File: src/design/burst_cfg.svh
`ifndef BURST_CFG_SVH
`define BURST_CFG_SVH

// Register byte addresses
`define A_CTRL 8'h00
`define A_SYNC 8'h04
`define A_STAT 8'h08
`define LEN_PAGE 3'h1
`define LEN_IDX 4:2
`define LEN_TOP 7:5
`define WORD_LSB 1:0

// Control word fields
`define CTRL_SRC 2:0
`define CTRL_DIV 15:8
`define CTRL_LEAD 23:16
`define CTRL_AUX 25:24
`define CTRL_AUXEN 26
`define CTRL_INV 27

// Sync word fields
`define SYNC_MASK 7:0
`define SYNC_EN 15:8
`define SYNC_OUTEN 23:16

// Status word fields
`define ST_RUN 0
`define ST_CH 3:1
`define ST_PCNT 31:8

// Source selector codes
`define SRC_EXT_RISE 3'h0
`define SRC_EXT_FALL 3'h1
`define SRC_OSC_80 3'h2
`define SRC_OSC_64 3'h3
`define SRC_OSC_50 3'h4

// Reset values and the pulse index saturation limit
`define RST_SRC 3'h2
`define RST_DIV 8'h01
`define RST_BYTE 8'h00
`define RST_LEN 24'h000000
`define RST_ENABLES 8'hff
`define MASK_SAT 8'hff

`endif

File: src/design/burst_pkg.sv
package burst_pkg;
  typedef enum logic [1:0] {aux_free, aux_high, aux_low} aux_mode_t;
  typedef enum logic {st_idle, st_play} seq_state_t;
endpackage : burst_pkg

File: src/design/div_if.sv
`timescale 1ns/1ps
interface div_if;
  logic [2:0] src_sel;
  logic [7:0] divider;
  logic [7:0] lead;
  logic main_tick;
  logic sync_tick;
  logic is_ext;
  modport div (input src_sel, input divider, input lead,
               output main_tick, output sync_tick, output is_ext);
  modport user (output src_sel, output divider, output lead,
                input main_tick, input sync_tick, input is_ext);
endinterface : div_if

File: src/design/base_divider.sv
`timescale 1ns/1ps
`include "burst_cfg.svh"
module base_divider
  import burst_pkg::*;
(
  // Clock and reset
  input wire logic clk_sys,
  input wire logic rst_b,
  // Source pins
  input wire logic osc_80,
  input wire logic osc_64,
  input wire logic osc_50,
  input wire logic ext_trig,
  // Ticks to the sequencer
  div_if.div dv
);
  logic [3:0] prev;
  logic [7:0] cnt;
  logic main_q;
  logic sync_q;
  logic src_tick;

  wire [3:0] now = {ext_trig, osc_50, osc_64, osc_80};
  wire [3:0] rise = now & ~prev;
  wire ext_fall = prev[3] & ~ext_trig;
  wire ext_sel = (dv.src_sel == `SRC_EXT_RISE) || (dv.src_sel == `SRC_EXT_FALL);
  // A zero factor would never wrap, so it behaves as one
  wire [7:0] eff_div = (dv.divider == `RST_BYTE) ? `RST_DIV : dv.divider;
  wire [7:0] top_cnt = eff_div - `RST_DIV;
  // Lead is meaningless against an external edge train of unknown rate
  wire [7:0] eff_lead = ext_sel ? `RST_BYTE : ((dv.lead > top_cnt) ? top_cnt : dv.lead);
  wire [7:0] sync_cnt = top_cnt - eff_lead;

  always_comb begin
    case (dv.src_sel)
      `SRC_EXT_RISE: src_tick = rise[3];
      `SRC_EXT_FALL: src_tick = ext_fall;
      `SRC_OSC_80: src_tick = rise[0];
      `SRC_OSC_64: src_tick = rise[1];
      `SRC_OSC_50: src_tick = rise[2];
      default: src_tick = 1'b0;
    endcase
  end

  always_ff @(posedge clk_sys) begin
    if (!rst_b) begin
      prev <= 4'h0;
      cnt <= `RST_BYTE;
      main_q <= 1'b0;
      sync_q <= 1'b0;
    end else begin
      prev <= now;
      main_q <= src_tick && (cnt >= top_cnt);
      // A shrunk divider can leave the count above its top: sync then rides with main
      sync_q <= src_tick && ((cnt == sync_cnt) || (cnt > top_cnt));
      if (src_tick) begin
        cnt <= (cnt >= top_cnt) ? `RST_BYTE : 8'(cnt + `RST_DIV);
      end
    end
  end

  assign dv.main_tick = main_q;
  assign dv.sync_tick = sync_q;
  assign dv.is_ext = ext_sel;
endmodule : base_divider

File: src/design/sync_shaper.sv
`timescale 1ns/1ps
`include "burst_cfg.svh"
module sync_shaper
  import burst_pkg::*;
(
  // Clock and reset
  input wire logic clk_sys,
  input wire logic rst_b,
  // Timing and state
  input wire logic sync_tick,
  input wire logic active,
  input wire logic ch_sync_en,
  input wire logic [7:0] pulse_idx,
  // Mask setup
  input wire logic [7:0] mask_cnt,
  input wire logic invert,
  // Output
  output logic sync_pulse
);
  // Plain mask drops the first pulses; inverted mask keeps only them
  wire pass = invert ? (pulse_idx < mask_cnt) : (pulse_idx >= mask_cnt);
  wire fire = sync_tick && active && ch_sync_en && pass;

  always_ff @(posedge clk_sys) begin
    if (!rst_b) begin
      sync_pulse <= 1'b0;
    end else begin
      sync_pulse <= fire;
    end
  end
endmodule : sync_shaper

File: src/design/burst_pulse_sequencer.sv
// Added by the designer: the APB interface to the registers and the address map.
`timescale 1ns/1ps
`include "burst_cfg.svh"
// Notes on behaviour
// - Main clock comes from one of three oscillators or chosen external trigger edges.
// - Divider factor 1 to 255 divides the selected source.
// - Each channel holds a burst length of 1 to 16777215 pulses.
// - Per-channel bit lets sync pulses out during that channel's burst.
// - Disabled channel outputs stay quiet but still count their pulses.
// - Sync leads its output pulse by 0 to divider-1 source periods.
// - No sync lead while running from the external trigger.
// - First mask-count sync pulses of each burst are suppressed; outputs untouched.
// - Inverted mask passes only the first mask-count sync pulses of a burst.
// - Auxiliary mode: free running, run on input high, or on input low.
// - An unmet running condition keeps the sequencer idle with no bursts.
// - Auxiliary output pulses at each sequence end when enabled.
module burst_pulse_sequencer
  import burst_pkg::*;
(
  // Clock and reset
  input wire logic clk_sys,
  input wire logic rst_b,
  // APB slave
  input wire logic psel,
  input wire logic penable,
  input wire logic pwrite,
  input wire logic [7:0] paddr,
  input wire logic [31:0] pwdata,
  output logic [31:0] prdata,
  output logic pready,
  output logic pslverr,
  // Clock sources
  input wire logic osc_80,
  input wire logic osc_64,
  input wire logic osc_50,
  input wire logic ext_trig,
  // Auxiliary pins
  input wire logic aux_in,
  output logic aux_out,
  // Laser channel and sync outputs
  output logic [7:0] ch_out,
  output logic sync_out
);
  logic [2:0] src_sel;
  logic [7:0] divider;
  logic [7:0] lead;
  aux_mode_t aux_mode;
  logic aux_en;
  logic invert;
  logic [7:0] mask_cnt;
  logic [7:0] sync_en;
  logic [7:0] out_en;
  logic [23:0] len [8];
  logic [7:0] nz;
  seq_state_t state;
  logic [2:0] cur_ch;
  logic [23:0] pcnt;

  div_if dif ();
  assign dif.src_sel = src_sel;
  assign dif.divider = divider;
  assign dif.lead = lead;

  base_divider u_div (
    .clk_sys(clk_sys),
    .rst_b(rst_b),
    .osc_80(osc_80),
    .osc_64(osc_64),
    .osc_50(osc_50),
    .ext_trig(ext_trig),
    .dv(dif)
  );

  // Next non-empty channel after 'from', top bit set when the scan wrapped
  function automatic logic [3:0] next_ch(input logic [2:0] from, input logic [7:0] mask);
    logic [3:0] r;
    logic [2:0] j;
    r = {1'b1, from};
    for (int k = 7; k >= 1; k--) begin
      j = from + 3'(k);
      if (mask[j]) begin
        r = {(j <= from), j};
      end
    end
    return r;
  endfunction : next_ch

  // Bus decode
  wire setup = psel && !penable;
  wire wr = psel && penable && pready && pwrite;
  wire sel_ctrl = (paddr == `A_CTRL);
  wire sel_sync = (paddr == `A_SYNC);
  wire sel_stat = (paddr == `A_STAT);
  wire sel_len = (paddr[`LEN_TOP] == `LEN_PAGE) && (paddr[`WORD_LSB] == 2'h0);
  wire [2:0] len_idx = paddr[`LEN_IDX];
  wire mapped = sel_ctrl || sel_sync || sel_stat || sel_len;
  wire [31:0] ctrl_word = {4'h0, invert, aux_en, aux_mode, lead, divider, 5'h00, src_sel};
  wire [31:0] sync_word = {8'h00, out_en, sync_en, mask_cnt};
  wire [31:0] stat_word = {pcnt, 4'h0, cur_ch, state == st_play};
  wire [31:0] rd_word = sel_ctrl ? ctrl_word :
                        sel_sync ? sync_word :
                        sel_stat ? stat_word :
                        sel_len ? {8'h00, len[len_idx]} : 32'h0000_0000;

  // Sequencer decode
  wire any_len = |nz;
  wire run_ok = (aux_mode == aux_free) || ((aux_mode == aux_high) && aux_in) ||
                ((aux_mode == aux_low) && !aux_in);
  wire [3:0] first = next_ch(3'h7, nz);
  wire [3:0] nxt = next_ch(cur_ch, nz);
  wire last = ({1'b0, pcnt} + 25'h000_0001) >= {1'b0, len[cur_ch]};
  wire active = (state == st_play) && run_ok && any_len;
  wire fire = active && dif.main_tick;
  wire [7:0] pulse_idx = (pcnt > 24'(`MASK_SAT)) ? `MASK_SAT : pcnt[7:0];
  wire [7:0] cur_bit = 8'h01 << cur_ch;

  genvar g;
  generate
    for (g = 0; g < 8; g++) begin : g_len
      assign nz[g] = |len[g];
      always_ff @(posedge clk_sys) begin
        if (!rst_b) begin
          len[g] <= `RST_LEN;
        end else if (wr && sel_len && (len_idx == 3'(g))) begin
          len[g] <= pwdata[23:0];
        end
      end
    end
  endgenerate

  always_ff @(posedge clk_sys) begin
    if (!rst_b) begin
      pready <= 1'b0;
      pslverr <= 1'b0;
      prdata <= 32'h0000_0000;
    end else begin
      pready <= setup;
      pslverr <= setup && !mapped;
      prdata <= setup ? rd_word : 32'h0000_0000;
    end
  end

  always_ff @(posedge clk_sys) begin
    if (!rst_b) begin
      src_sel <= `RST_SRC;
      divider <= `RST_DIV;
      lead <= `RST_BYTE;
      aux_mode <= aux_free;
      aux_en <= 1'b0;
      invert <= 1'b0;
    end else if (wr && sel_ctrl) begin
      src_sel <= pwdata[`CTRL_SRC];
      divider <= pwdata[`CTRL_DIV];
      lead <= pwdata[`CTRL_LEAD];
      aux_mode <= aux_mode_t'(pwdata[`CTRL_AUX]);
      aux_en <= pwdata[`CTRL_AUXEN];
      invert <= pwdata[`CTRL_INV];
    end
  end

  always_ff @(posedge clk_sys) begin
    if (!rst_b) begin
      mask_cnt <= `RST_BYTE;
      sync_en <= `RST_ENABLES;
      out_en <= `RST_ENABLES;
    end else if (wr && sel_sync) begin
      mask_cnt <= pwdata[`SYNC_MASK];
      sync_en <= pwdata[`SYNC_EN];
      out_en <= pwdata[`SYNC_OUTEN];
    end
  end

  // Leaving the running condition restarts the sequence from its first burst
  always_ff @(posedge clk_sys) begin
    if (!rst_b) begin
      state <= st_idle;
      cur_ch <= 3'h0;
      pcnt <= `RST_LEN;
    end else begin
      case (state)
        st_idle: begin
          if (run_ok && any_len) begin
            state <= st_play;
            cur_ch <= first[2:0];
            pcnt <= `RST_LEN;
          end
        end
        st_play: begin
          if (!run_ok || !any_len) begin
            state <= st_idle;
          end else if (dif.main_tick) begin
            if (last) begin
              cur_ch <= nxt[2:0];
              pcnt <= `RST_LEN;
            end else begin
              pcnt <= 24'(pcnt + 24'h00_0001);
            end
          end
        end
        default: state <= st_idle;
      endcase
    end
  end

  always_ff @(posedge clk_sys) begin
    if (!rst_b) begin
      ch_out <= 8'h00;
      aux_out <= 1'b0;
    end else begin
      ch_out <= fire ? (out_en & cur_bit) : 8'h00;
      aux_out <= fire && last && nxt[3] && aux_en;
    end
  end

  sync_shaper u_sync (
    .clk_sys(clk_sys),
    .rst_b(rst_b),
    .sync_tick(dif.sync_tick),
    .active(active),
    .ch_sync_en(sync_en[cur_ch]),
    .pulse_idx(pulse_idx),
    .mask_cnt(mask_cnt),
    .invert(invert),
    .sync_pulse(sync_out)
  );
endmodule : burst_pulse_sequencer

File: config.mk
export PLATFORM = sky130hd
export DESIGN_NAME = burst_pulse_sequencer
export DESIGN_NICKNAME = d
export VERILOG_FILES = /design/src/design/burst_pkg.sv /design/src/design/div_if.sv /design/src/design/base_divider.sv /design/src/design/sync_shaper.sv /design/src/design/burst_pulse_sequencer.sv
export VERILOG_INCLUDE_DIRS = /design/src /design/src/design
export SDC_FILE = /design/constraint.sdc
export NUM_CORES = 1
export LEC_CHECK = 0
export BUFFER_PORTS_ARGS = -buffer_cell sky130_fd_sc_hd__buf_2
export CAP_MARGIN = 5
export CORE_ASPECT_RATIO = 0.5
export CORE_MARGIN = 2
export CORE_UTILIZATION = 50
export CTS_CLUSTER_DIAMETER = 100
export DETAILED_ROUTE_END_ITERATION = 8
export PLACE_DENSITY_LB_ADDON = 0.12
export SYNTH_ARGS = -nofsm -noshare
export SYNTH_HDL_FRONTEND = slang
export SYNTH_SLANG_ARGS = --single-unit
File: constraint.sdc
create_clock -name clk_sys -period 4.8 [get_ports clk_sys]
set_input_delay 0.48 -clock clk_sys [delete_from_list [all_inputs] [get_ports clk_sys]]
set_output_delay 0.48 -clock clk_sys [all_outputs]
set_load 0.01 [all_outputs]
==> metrics.md, run 1 <==
| Metric | Value |
|---|---|
| Routability cong. | 0.9859 |
| WHS Endpoint | u_div.prev[0] |
| Achievable frequency | 204.8 MHz |
| Worst rel slew slack | 17.88% |
| Syn. warnings | 0 |
| Top_reg_cell synth | edfxtp_1 |
| Mapped cell area | 0.01874 mm2 |
| Synth-to-layout area growth | 14.24% |
| WHS Path Cells | 2 |
| Cell count after synthesis | 1743 |
| Least-Margin Pin Slew | 1.220 ns |
| Number of remaining DRC errors | 0 |
| Hold Startpoint | osc_80 |
| Full die area | 0.03913 mm2 |
| Initial antenna violation count | 3 |
| Minimum clock period after layout | 4.884 ns |
| Total clock sinks | 328 |
| Commonest non-fill, non-tap cell in the layout | and2_1 |
| Max-Cap Viols | 0 |
| Initial DRT Pass Iterations | 8 |
| Die Wd | 277.8 um |
| Period utilisation layout | 101.7% |
| Ant diodes | 0 |
| Netlist cell types | 70 |
| Clock-pin slew on the worst setup and hold paths | 0.07 ns |
| Clock network latency to the later pin of the worst-skew pair | 0.60 ns |
| Crit. Startpoint | dif.divider[6] |
| Async SR Flop Fraction | 0% |
| Most frequent cells in the layout | and2_1, edfxtp_1, nand2_1, dfxtp_1, mux4_2 |
| Reg-to-Reg End | u_div.dv.sync_tick |
| Post-synthesis mux area share | 15.03% |
| Worst Setup Start Kind | flop |
| GR Overflow Total | 0 |
| CTS root buf | clkbuf_16 |
| First-pass GRT wire length | 94.19 mm |
| Finished Layout Cells | 2361 |
| Fin util | 57.60% |
| Final ANT Viol Nets | 0 |
| CTS buffer count | 31 |
| Pin count of the biggest net entering global routing | 47 |
| Synth Net Count | 1863 |
| Starting DRT DRC Count | 2206 |
| Die H | 140.9 um |
| Hold WC Path Type | in2reg |
| Final Max Tran Viols | 0 |
| Xor/xnor share of the synthesized area | 3.359% |
| CP required | 5.33 ns |
| Avg Vias per Cell | 6.452 |
| Crit path DAT | 5.42 ns |
| Peak VDD IR | 0.2817 mV |
| Final WL | 62.99 mm |
| Failing checks | setup timing |
| Final hold vios | 0 |
| LEAKAGE | 8.099 nW |
| Core area | 0.03716 mm2 |
| Clock Path Buffers | 3 |
| Post-layout total power | 0.006481 W |
| Starting Density | 50.42% |
| FP Rows | 50 |
| Syn Area/Cell | 10.75 um2 |
| Adder and majority gate portion of the synthesized area | 4.881% |
| Seq/Total Area, Yosys | 45.30% |
| Flop-to-flop setup slack | -0.08 ns |
| Number of flops mapped to enable cells by yosys | 192 |
| Final setup vio count | 1 |
| Via count | 15.23k |
| Cell count after placement | 2292 |
| Ports | 94 |
| Post-Synth Simple-Gate Area | 20.17% |
| Dpl ws | -0.4021 ns |
| Number of buffers added on ports | 89 |
| Critical Path Fanout Max | 6 |
| Post-route setup slack | -0.08353 ns |
| Flops & latches, synth | 328 |
| Crit path capture type | flop |
| Final layout net count | 1964 |
| Layout Skew | 0.01302 ns |
| Main combinational cell family by area after synthesis | simple AND/OR/NAND/NOR gates |
| CTS tree | yes |
| Share of layout cells above drive strength 1 | 20.25% |
| Status | finished with violations |
| Unrepaired setup endpoints after global routing | yes |
| Routed len/inst | 26.68 um |
| Final HPWL DP | 46.87 mm |
| CTS HTree Levels | 1 |
| Critical path class | reg2reg |
| Fin Hold WS | 0.1126 ns |
| Vias in the first global route | 14.44k |
| Complex-gate fraction of the synthesized area | 8.274% |
| Total track usage | 32.14% |
| Reg-to-Reg Start | dif.divider[6] |
| Power Density | 302.8 mW/mm2 |
| R2R depth | 24 |
## registers in the layout (all words and copies together) (netlist names), 3 cells and up, named ones only
name and cells:
len 192, ch_out 8, u_div.cnt 8, dif.divider 8, dif.src_sel 3, pcnt 24, u_div.prev 4, sync_en 8
prdata 32, cur_ch 3, out_en 8, mask_cnt 8, dif.lead 8
## how the worst max path moves through the flow
stage	cells after the start	to	slack, ns
floorplan	24	u_div.dv.sync_tick	-0.26
global placement	23	u_div.dv.sync_tick	-0.26
detailed placement	24	u_div.dv.sync_tick	-0.40
CTS	23	u_div.dv.sync_tick	-0.09
global route	24	u_div.dv.sync_tick	-0.37
finish	24	u_div.dv.sync_tick	-0.08
## what timing repair did
action	CTS	global route
setup endpoints to repair	1	1
pin swaps	25	19
resized for setup	8	14
hold buffers	0	0
gates cloned	0	0
setup buffers	10	3
## cells in the mapped netlist, drive strengths merged (31+ instances only)
cell | instances | share of area (%)
nand3 | 60 | 1.6
and2 | 202 | 6.7
nor2 | 98 | 2.0
dfxtp | 136 | 15
edfxtp | 192 | 31
a21oi | 83 | 2.2
clkbuf | 75 | 1.5
o21ai | 51 | 1.4
nor3 | 34 | 0.93
mux4 | 98 | 12
ha | 69 | 4.6
nand2 | 166 | 3.3
nand4 | 31 | 1.0
nor4 | 58 | 1.9
mux2i | 54 | 2.9
xnor2 | 43 | 2.0
inv | 42 | 0.84
## routing by layer
layer / wire (um) / global-route usage (%) / vias up
met5: 9 / 0 / -
met1: 27000 / 48.36 / 7502
met3: 8247 / 8.237 / 120
li1: - / - / 6649
met2: 26390 / 47.07 / 961
met4: 1340 / 6.003 / 2
## cell families (layout without fill, tap and decap cells)
family / count (synthesis) / after routing
xor gates and xnor gates: 71 / 71
DFF: 328 / 328
muxes: 158 / 158
adders and majority gates: 73 / 73
buffers and inverters: 146 / 270
AOI/OAI and AO/OA: 245 / 245
and+or+nand+nor: 722 / 722
## layout make-up
cell class / instances / area, um2
Inverter: 45 / 168.9
Sequential cell: 328 / 8493
Clock inverter: 15 / 275.3
Tap cell: 494 / 618.1
Fill cell: 3134 / 15760
Timing Repair Buffer: 169 / 1080
Multi-Input combinational cell: 1269 / 9905
Clock buffer: 41 / 864.6
## power by group
group	internal, W	switching [W]	total [W]
logic	0.000219	0.000396	0.000616
clock network	0.00165	0.00114	0.00279
registers	0.00302	0.0000577	0.00308
## worst max-delay path, stage by stage, from the launching register on
cell and delay (ns):
dfxtp_2 0.32, or4_4 0.55, nor4_4 0.16, nor2_2 0.10, ha_4 0.18, buf_6 0.12, nor3b_4 0.14, xor2_1 0.19
inv_1 0.12, ha_4 0.26, o21a_1 0.13, o32ai_2 0.31, a21oi_2 0.09, maj3_2 0.37, o21ai_2 0.18, ha_2 0.19
inv_2 0.04, fa_2 0.33, a21o_1 0.17, a21o_1 0.19, a21o_1 0.19, a21oi_2 0.14, xnor2_1 0.12, nand4_1 0.10
o21ai_1 0.13
## stage by stage
step / setup TNS, ns / area [um2]
CTS: -0.09055 / 21300
floorplan: -0.2648 / 18760
global route: -0.3723 / 21400
detailed placement: -0.4021 / 20030
global placement: -0.2630 / 20030
finish: -0.08353 / 21400
(Power assumes the default switching activity.)
==> run 2, diff against run 1 <==
--- a/config.mk
+++ b/config.mk
@@ -8,7 +8,6 @@
 export LEC_CHECK = 0
 export BUFFER_PORTS_ARGS = -buffer_cell sky130_fd_sc_hd__buf_2
 export CAP_MARGIN = 5
-export CORE_ASPECT_RATIO = 0.5
 export CORE_MARGIN = 2
 export CORE_UTILIZATION = 50
 export CTS_CLUSTER_DIAMETER = 100
==> metrics.md, run 2 (synthesis gave the netlist of run 1 again) <==
| Metric | Value |
|---|---|
| CTS tree | yes |
| Final layout net count | 1975 |
| Crit path buffers/inverters | 0 |
| Initial antenna violation count | 2 |
| CTS HTree Levels | 2 |
| Flop pwr share | 47.8% |
| Crit path capture type | flop |
| CTS root buf | clkbuf_16 |
| Status | finished with violations |
| Initial DRT Pass Iterations | 6 |
| Crit path DAT | 5.37 ns |
| Worst Setup Start Kind | flop |
| Post-route setup slack | -0.1398 ns |
| Max stage delay on crit path | 0.54 ns |
| Top register by number of flip-flops | len |
| Fin util | 58.06% |
| Hold WC Path Type | in2reg |
| Critical Path Fanout Max | 5 |
| Dpl ws | -0.3239 ns |
| Peak VDD IR | 0.1971 mV |
| Clock Path Buffers | 3 |
| Number of buffers added on ports | 89 |
| Avg Vias per Cell | 6.254 |
| Number of remaining DRC errors | 0 |
| Failing checks | setup timing |
| Area after DPL | 0.02006 mm2 |
| Achievable frequency | 202.4 MHz |
| Worst rel slew slack | 28.74% |
| Die Wd | 197.6 um |
| Pin count of the biggest net entering global routing | 56 |
| Final WL | 57.65 mm |
| Commonest non-fill, non-tap cell in the layout | and2_1 |
| CP max-delay cell | or4_4 |
| GR Overflow Total | 0 |
| Final hold vios | 0 |
| Synth-to-layout area growth | 13.98% |
| Most frequent cells in the layout | and2_1, edfxtp_1, nand2_1, dfxtp_1, mux4_2 |
| Unrepaired setup endpoints after global routing | yes |
| Post-layout instance area | 0.02136 mm2 |
| Final HPWL DP | 43.65 mm |
| CTS buffer count | 37 |
| Post-layout total power | 0.006446 W |
| Starting Density | 50.94% |
| TNS Setup | -0.1398 ns |
| Full die area | 0.03904 mm2 |
| Largest registers | len: 192 flops, prdata: 32 flops, pcnt: 24 flops |
| FP Rows | 70 |
| Logic pwr share | 8.8% |
| Wl on met1 | 24.62 mm |
| Clock-pin slew on the worst setup and hold paths | 0.06 ns |
| Final ANT Viol Nets | 0 |
| Highest routed layer | met5 |
| LEAKAGE | 8.118 nW |
| Clock Power Share | 43.4% |
| Total clock sinks | 328 |
| Starting DRT DRC Count | 1625 |
| Die H | 197.6 um |
| Final Max Tran Viols | 0 |
| CP required | 5.23 ns |
| Minimum clock period after layout | 4.940 ns |
| Total track usage | 30.00% |
| Layout Skew | 0.01853 ns |
| Final setup vio count | 1 |
| Core area | 0.03679 mm2 |
| Power Density | 301.8 mW/mm2 |
| Switch share | 24.07% |
| First-pass GRT wire length | 88.23 mm |
| P_sw | 0.001551 W |
| CP Cell Sequence | or4_4 -> nor4_2 -> nor2_1 -> ha_2 -> ha_1 -> nor2b_1 -> o21a_1 -> o21a_1 -> o21a_1 -> o32ai_2 -> a21oi_1 -> maj3_2 -> o211ai_1 -> ha_1 -> nor2b_1 -> o21ai_1 -> nand2b_1 -> a21o_1 -> a21o_1 -> a21o_1 -> a21oi_2 -> xnor2_1 -> o21ai_1 |
| Ports | 94 |
| Internal power | 0.004894 W |
| Critical path class | reg2reg |
| Vias in the first global route | 14.25k |
| Met2 routed wirelength | 26.43 mm |
| Share of layout cells above drive strength 1 | 20.11% |
| Period utilisation layout | 102.9% |
| Hold Buf Count CTS | 0 |
| Routability cong. | 0.9880 |
| Clock network latency to the later pin of the worst-skew pair | 0.55 ns |
| Max reg flops | 192 |
| Met3 Routed Length | 4.958 mm |
| Via count | 14.70k |
| Routed len/inst | 24.53 um |
| Least-Margin Pin Slew | 1.066 ns |
| Max-Cap Viols | 0 |
| Cell class contributing the biggest share of worst-path delay | compound AO/OA/AOI/OAI gates |
[run 2: changes by cell type in the layout (fill, tap and decap cells not counted), moves of 3 or more]
cell / before / now
ha_1: 64 / 68
clkinv_2: 3 / 8
ha_4: 4 / 0
buf_4: 79 / 84
nor3_2: 2 / 5
clkinv_1: 4 / 9
bufinv_16: 7 / 3
clkbuf_16: 32 / 39
[run 2: per-layer routing]
metal | global-route usage, % | up-vias
met5 | 0 | -
met4 | 8.605 | 2
met3 | 5.566 | 108
met2 | 47.73 | 650
met1 | 42.10 | 7259
li1 | - | 6679
[run 2: cell type report]
| type | instances | area (um2) |
|---|---|---|
| Clock buffer | 44 | 1005 |
| Multi-Input combinational cell | 1269 | 9806 |
| Timing Repair Buffer | 174 | 1117 |
| Sequential cell | 328 | 8492 |
| Clock inverter | 20 | 177.7 |
| Fill cell | 3108 | 15430 |
| Tap cell | 468 | 585.6 |
| Antenna cell | 2 | 5.005 |
| Inverter | 45 | 168.9 |
[run 2: stage by stage]
| stage | hold slack [ns] | cells |
|---|---|---|
| floorplan | 0.4146 | 1743 |
| global placement | 0.4621 | 2274 |
| detailed placement | 0.4701 | 2274 |
| CTS | 0.1429 | 2346 |
| global route | 0.1588 | 2348 |
| finish | 0.1549 | 2350 |
[run 2: path summary, 6_finish.rpt]
check        slack (ns)                  to  cells after the start            from
min reg2reg        0.48         mask_cnt[0]                      2     mask_cnt[0]
max               -0.14  u_div.dv.sync_tick                     23  dif.divider[6]
min                0.15       u_div.prev[2]                      2          osc_50
max reg2reg       -0.14  u_div.dv.sync_tick                     23  dif.divider[6]
[run 2: repair_timing]
action | 4_1_cts | 5_1_grt
endpoints found under the setup margin | 1 | 1
buffers inserted | 8 | 2
gates cloned | 0 | 0
pin swaps | 16 | 5
gates resized for setup | 2 | 5
[run 2: power by group through the flow]
stage,logic [W],registers (W),clock network [W]
4_1_cts,0.000563,0.00308,0.00283
6_report,0.000570,0.00308,0.00280
5_1_grt,0.000608,0.00308,0.00295
3_3_place_gp,0.000553,0.00313,0
2_1_floorplan,0.000355,0.00311,0
3_5_place_dp,0.000561,0.00314,0
[run 2: worst reg2reg max path: cells and delay by family, from the launching register on]
| family | cells | cell delay, ns |
|---|---|---|
| AOI/OAI and AO/OA | 12 | 1.96 |
| xor gates and xnor gates | 1 | 0.12 |
| adders and majority gates | 4 | 1.22 |
| DFF | 1 | 0.31 |
| and+or+nand+nor | 6 | 1.20 |
